===== config.mk =====
export PLATFORM = sky130hd
export DESIGN_NAME = mid_decode
export DESIGN_NICKNAME = d
export VERILOG_FILES = /design/src/include/mid_pkg.sv /design/src/rtl/mid_decode.sv
export VERILOG_INCLUDE_DIRS = /design/src /design/src/include
export SDC_FILE = /design/constraint.sdc
export NUM_CORES = 1
export LEC_CHECK = 0
export CAP_MARGIN = 10
export CORE_MARGIN = 10
export CORE_UTILIZATION = 55
export DETAILED_ROUTE_END_ITERATION = 8
export DONT_BUFFER_PORTS = 1
export PLACE_DENSITY = 0.7
export RECOVER_POWER = 25
export SKIP_CTS_REPAIR_TIMING = 1
export SYNTH_ARGS = -nofsm -noshare
export SYNTH_HDL_FRONTEND = slang
export SYNTH_SLANG_ARGS = --single-unit

===== constraint.sdc =====
create_clock -name clk -period 1.8 [get_ports clk]
set_input_delay 0.36 -clock clk [delete_from_list [all_inputs] [get_ports clk]]
set_output_delay 0.36 -clock clk [all_outputs]
set_load 0.01 [all_outputs]

===== src/include/mid_defs.svh =====
/*
 * constants for the move-group instruction decoder: opcode patterns,
 * field positions and reset values.
 * assumes 12-bit instruction words and 8-bit data.
 */
`ifndef MID_DEFS_SVH
`define MID_DEFS_SVH

`define MID_COPY_MASK      12'hFC0
`define MID_COPY_PAT       12'h200
`define MID_STORE_MASK     12'hFE0
`define MID_STORE_PAT      12'h020
`define MID_LIT_MASK       12'hF00
`define MID_LIT_PAT        12'hC00
`define MID_IDLE_PAT       12'h000
`define MID_OPTION_PAT     12'h002
`define MID_DEST_BIT       5
`define MID_IDX_HI         4
`define MID_LIT_HI         7
`define MID_ACC_RESET      8'h00
`define MID_OPTION_RESET   8'hFF
`define MID_ZERO_RESET     1'b0
`define MID_ZERO_DATA      8'h00

`endif


===== src/include/mid_pkg.sv =====
/*
 * types for the move-group instruction decoder.
 * assumes mid_defs.svh is on the include path.
 */
package mid_pkg;

    typedef enum logic [2:0] {
        MID_OP_NONE,
        MID_OP_COPY,
        MID_OP_STORE,
        MID_OP_LIT,
        MID_OP_IDLE,
        MID_OP_OPTION
    } mid_op_t;

    // file register write request towards the register file
    typedef struct packed {
        logic       en;
        logic [4:0] idx;
        logic [7:0] data;
    } mid_fwr_t;

endpackage


===== src/rtl/mid_decode.sv =====
/*
 * move-group instruction decoder and executor: decodes one 12-bit word
 * per enabled cycle and updates accumulator, zero flag, option register
 * and the file register write port.
 * assumes the register file answers file_rd_data combinationally for
 * file_rd_idx, and instr comes from same-clock fetch logic.
 */
// Operation
// - copy-register op 0010_00df_ffff decoded and executed in one cycle
// - register index 0..31, one destination bit
// - destination bit clear: register value goes to accumulator
// - destination bit set: value written back, accumulator kept
// - copy updates zero flag from moved value, nothing else
// - 0000_001f_ffff stores accumulator to register, flags untouched
`timescale 1ns/1ps
`include "mid_defs.svh"

module mid_decode
    import mid_pkg::*;
(
    input  wire logic        clk,
    input  wire logic        rst,
    input  wire logic        ce,
    input  wire logic        instr_valid,
    input  wire logic [11:0] instr,
    output logic      [4:0]  file_rd_idx,
    input  wire logic [7:0]  file_rd_data,
    output mid_fwr_t         file_wr,
    output logic      [7:0]  acc_q,
    output logic             zero_q,
    output logic      [7:0]  option_q,
    output logic             unknown_op
);

    ////////////////////////////////////////////////////////////////////
    // decoded fields and strobes
    mid_op_t    op;
    logic       dest;
    logic [4:0] idx;
    logic [7:0] literal;
    logic       go;
    logic       is_copy;
    logic       is_store;
    logic       is_lit;
    logic       is_option;
    logic       copy_to_acc;
    logic       copy_to_file;
    logic [7:0] acc_d;
    logic       zero_d;
    logic [7:0] option_d;
    mid_fwr_t   fwr_d;

    assign dest        = instr[`MID_DEST_BIT];
    assign idx         = instr[`MID_IDX_HI:0];
    assign literal     = instr[`MID_LIT_HI:0];
    // read address follows the word as is; the register file answers
    // in the same cycle, so a copy needs no wait state
    assign file_rd_idx = idx;
    // ce gates the strobe so a frozen cycle neither executes nor flags
    assign go          = ce && instr_valid;

    // exact patterns first so the option word is not taken as anything else
    always_comb begin
        if (instr == `MID_IDLE_PAT) begin
            op = MID_OP_IDLE;
        end else if (instr == `MID_OPTION_PAT) begin
            op = MID_OP_OPTION;
        end else if ((instr & `MID_COPY_MASK) == `MID_COPY_PAT) begin
            op = MID_OP_COPY;
        end else if ((instr & `MID_STORE_MASK) == `MID_STORE_PAT) begin
            op = MID_OP_STORE;
        end else if ((instr & `MID_LIT_MASK) == `MID_LIT_PAT) begin
            op = MID_OP_LIT;
        end else begin
            op = MID_OP_NONE;
        end
    end

    // one strobe per op except idle, each already qualified by ce and instr_valid
    assign is_copy      = go && (op == MID_OP_COPY);
    assign is_store     = go && (op == MID_OP_STORE);
    assign is_lit       = go && (op == MID_OP_LIT);
    assign is_option    = go && (op == MID_OP_OPTION);
    assign copy_to_acc  = is_copy && !dest;
    assign copy_to_file = is_copy && dest;

    // words outside this group are only flagged; the core that owns
    // them executes them, this block leaves its state alone
    assign unknown_op   = go && (op == MID_OP_NONE);

    ////////////////////////////////////////////////////////////////////
    // accumulator: literal and copy-to-acc load it, all else keeps it
    always_comb begin
        acc_d = acc_q;
        case (op)
            MID_OP_COPY: begin
                if (copy_to_acc) begin
                    acc_d = file_rd_data;
                end
            end
            MID_OP_LIT: begin
                if (is_lit) begin
                    acc_d = literal;
                end
            end
            MID_OP_IDLE: begin
                acc_d = acc_q;
            end
            default: begin
                acc_d = acc_q;
            end
        endcase
    end

    always_ff @(posedge clk) begin
        // rst is not gated by ce, so a frozen core still resets
        if (rst) begin
            acc_q <= `MID_ACC_RESET;
        end else if (ce) begin
            acc_q <= acc_d;
        end
    end

    ////////////////////////////////////////////////////////////////////
    // zero flag: only the copy op touches it, so a copy of a register
    // onto itself serves as a zero test without disturbing anything
    always_comb begin
        zero_d = zero_q;
        case (op)
            MID_OP_COPY: begin
                if (is_copy) begin
                    zero_d = (file_rd_data == `MID_ZERO_DATA);
                end
            end
            MID_OP_STORE: begin
                zero_d = zero_q;
            end
            MID_OP_LIT: begin
                zero_d = zero_q;
            end
            MID_OP_IDLE: begin
                zero_d = zero_q;
            end
            default: begin
                zero_d = zero_q;
            end
        endcase
    end

    always_ff @(posedge clk) begin
        // rst is not gated by ce, so a frozen core still resets
        if (rst) begin
            zero_q <= `MID_ZERO_RESET;
        end else if (ce) begin
            zero_q <= zero_d;
        end
    end

    ////////////////////////////////////////////////////////////////////
    // option register: loaded from the accumulator value before the edge
    always_comb begin
        option_d = option_q;
        case (op)
            MID_OP_OPTION: begin
                if (is_option) begin
                    option_d = acc_q;
                end
            end
            default: begin
                option_d = option_q;
            end
        endcase
    end

    always_ff @(posedge clk) begin
        // rst is not gated by ce, so a frozen core still resets
        if (rst) begin
            option_q <= `MID_OPTION_RESET;
        end else if (ce) begin
            option_q <= option_d;
        end
    end

    ////////////////////////////////////////////////////////////////////
    // file write port, registered: the write lands one edge after the op,
    // so a read of the same register in the next cycle still sees old data
    // unless the register file forwards; traded for a short read path
    always_comb begin
        fwr_d     = file_wr;
        fwr_d.en  = 1'b0;
        fwr_d.idx = idx;
        case (op)
            MID_OP_COPY: begin
                if (copy_to_file) begin
                    fwr_d.en   = 1'b1;
                    fwr_d.data = file_rd_data;
                end
            end
            MID_OP_STORE: begin
                if (is_store) begin
                    fwr_d.en   = 1'b1;
                    fwr_d.data = acc_q;
                end
            end
            MID_OP_IDLE: begin
                fwr_d.en = 1'b0;
            end
            default: begin
                fwr_d.en = 1'b0;
            end
        endcase
    end

    always_ff @(posedge clk) begin
        // rst is not gated by ce, so a frozen core still resets
        if (rst) begin
            file_wr.en   <= 1'b0;
            file_wr.idx  <= '0;
            file_wr.data <= '0;
        end else if (ce) begin
            file_wr <= fwr_d;
        end
    end

endmodule


==> flow_metrics.env <==
export IMPL_status="completed"
export IMPL_start_util_pct=58.8
export IMPL_max_freq_mhz=622
export IMPL_cap_violations=0
export IMPL_dp_cells=173
export IMPL_synth_cell_type_count=27
export IMPL_max_stage_delay_ps=470
export IMPL_finalCritPeriodShare_pct=89.3
export IMPL_synth_common_cells="dfxtp_1 (31), mux2i_1 (21), nor2_1 (16)"
export IMPL_leakagePower_uw=0.000562
export IMPL_synth_net_count=179
export IMPL_final_fill_count=237
export IMPL_drt_iter0_drc=95
export IMPL_die_area_mm2=0.00520
export IMPL_arrival_ps=1250
export IMPL_hp_class="in -> reg"
export IMPL_final_setup_tns_ps=0
export IMPL_synth_seq_cells=31
export IMPL_netlist_area_leader_share_pct=41.5
export IMPL_ios=61
export IMPL_wirelength_um=3980
export IMPL_die_x_um=72.1
export IMPL_synth_most_common_cell="dfxtp_1"
export IMPL_port_buffers=0
export IMPL_wl_per_cell_um=22.0
export IMPL_antenna_found_initial=0
export IMPL_antenna_cells=0
export IMPL_drive_gt1_share_pct=12.6
export IMPL_critPathTopFamily="simple AND/OR/NAND/NOR gates"
export IMPL_clockBufferDepth=2
export IMPL_crit_type="in -> out"
export IMPL_drv_slew=0
export IMPL_power_density_mw_per_mm2=767
export IMPL_yosys_warnings=0
export IMPL_layout_area_overhead_vs_synth_pct=1.59
export IMPL_syn_area_per_cell_um2=9.65
export IMPL_grt_pass1_vias=1224
export IMPL_drt_pass1_iter_count=4
export IMPL_row_count=18
export IMPL_clk_pin_slew_worst_paths_ps=100
export IMPL_slew_headroom_pct=66.6
export IMPL_critPathBufInv=1
export IMPL_grt_usage_pct=15.5
export IMPL_grt_overflow_total=0
export IMPL_vdd_drop_max_uv=521
export IMPL_coreArea_mm2=0.00254
export IMPL_dp_hpwl_um=3150
export IMPL_cp_start_kind="input port"
export IMPL_crit_fanout=4
export IMPL_clock_latency_ps=340
export IMPL_fin_cells=181
export IMPL_fin_crit_ps=1610
export IMPL_skew_ps=10.0
export IMPL_seq_area_um2=621
export IMPL_async_reset_ff_share_pct=0
export IMPL_worstPathCellList="nor4_1 -> o311a_1 -> nor3b_1 -> buf_4"
export IMPL_drc=0
export IMPL_ant_nets=0
export IMPL_cts_made_buffers=5
export IMPL_hold_viol=0
export IMPL_syn_inst=155
export IMPL_end_kind="output port"
export IMPL_gp_congestion=0.907
export IMPL_clock_sinks=31
export IMPL_synth_edf_count=0
export IMPL_grt_max_degree=32
export IMPL_nets=174
export IMPL_cts_tree="yes"
export IMPL_rsz0062_at_grt="false"
export IMPL_grt_pass1_wl_um=6390
export IMPL_synthTopCellsByArea="dfxtp_1 (42%), mux2i_1 (14%), a211oi_1 (4.0%), nand3b_1 (4.0%), nor2_1 (4.0%)"
export IMPL_multi_input_area_um2=762
export IMPL_yosysSeqAreaShare_pct=41.5
export IMPL_die_y_um=72.1
export IMPL_yosys_area_top_type="dfxtp_1"
export IMPL_setup_viol=0
export IMPL_tightestPinTransition_ps=497
export IMPL_htree_levels=2
export IMPL_dr_total_vias=1168
export IMPL_crit_slowest_cell="nor4_1"
export IMPL_syn_area_mm2=0.00150
export IMPL_synth_main_ff_cell="dfxtp_1"
export IMPL_via_per_inst=6.45
export IMPL_required_ps=1440
export IMPL_root_buffer="clkbuf_4"
report_power, final:
group / switching [µW] / internal (µW)
Combinational: 37.4 / 35.7
Sequential: 13.7 / 695
Clock: 230 / 152
area by class of cell:
type | instances | share of cell area (%)
timing repair buffer | 5 | 2.47
clock inverter | 1 | 0.329
sequential | 31 | 40.9
multi-input combinational | 104 | 50.2
inverter | 3 | 0.741
tap | 30 | 2.47
clock buffer | 7 | 2.97
flip-flops by register name, indices dropped and copies added (netlist names):
name and cells:
zero_q 1, file_wr 14, option_q 8, acc_q 8
layer usage:
layer	vias to the layer above	track usage [%]	wire, µm
met5	-	0	0
met4	0	6.88	63
met3	8	9.12	533
met2	52	23.9	1870
met1	543	16.9	1510
li1	565	-	-
stage by stage:
stage          worst slack [ps]  hold WS [ps]  power [µW]  util [%]  instance area [µm²]
2_1_floorplan              36.9           432         806         -                 1500
3_3_place_gp                203           432         796      57.7                 1470
3_5_place_dp               80.5           433         798      57.7                 1470
4_1_cts                     192          75.0        1170      59.7                 1520
5_1_grt                     120          65.0        1210      59.7                 1520
6_report                    192          74.4        1160      59.7                 1520
cell families (layout without fill, tap and decap cells):
logic type	count (synthesis)	count (layout)	share of synthesized area (%)
simple gates	46	46	18.0
compound gates	37	37	18.5
flops	31	31	41.5
mux	21	21	14.1
buf+inv	20	16	7.95
layout by cell type, fill, tap and decap left out, drive strengths merged, types with 2 or more instances in the layout:
cell type	instances
a211oi	8
a21oi	10
a311oi	8
and3	2
buf	5
clkbuf	7
dfxtp	31
inv	3
mux2i	21
nand3	10
nand3b	8
nand4	2
nor2	16
nor4	3
o21ai	9
worst paths after layout:
path,from,to,slack [ps],cells past startpoint
max,instr[3],unknown_op,190,4
min,rst,acc_q[4],70,1
min reg2reg,zero_q,zero_q,540,2
max reg2reg,acc_q[4],file_wr[4],850,2
Note: power is estimated with default switching activity, not from simulation.
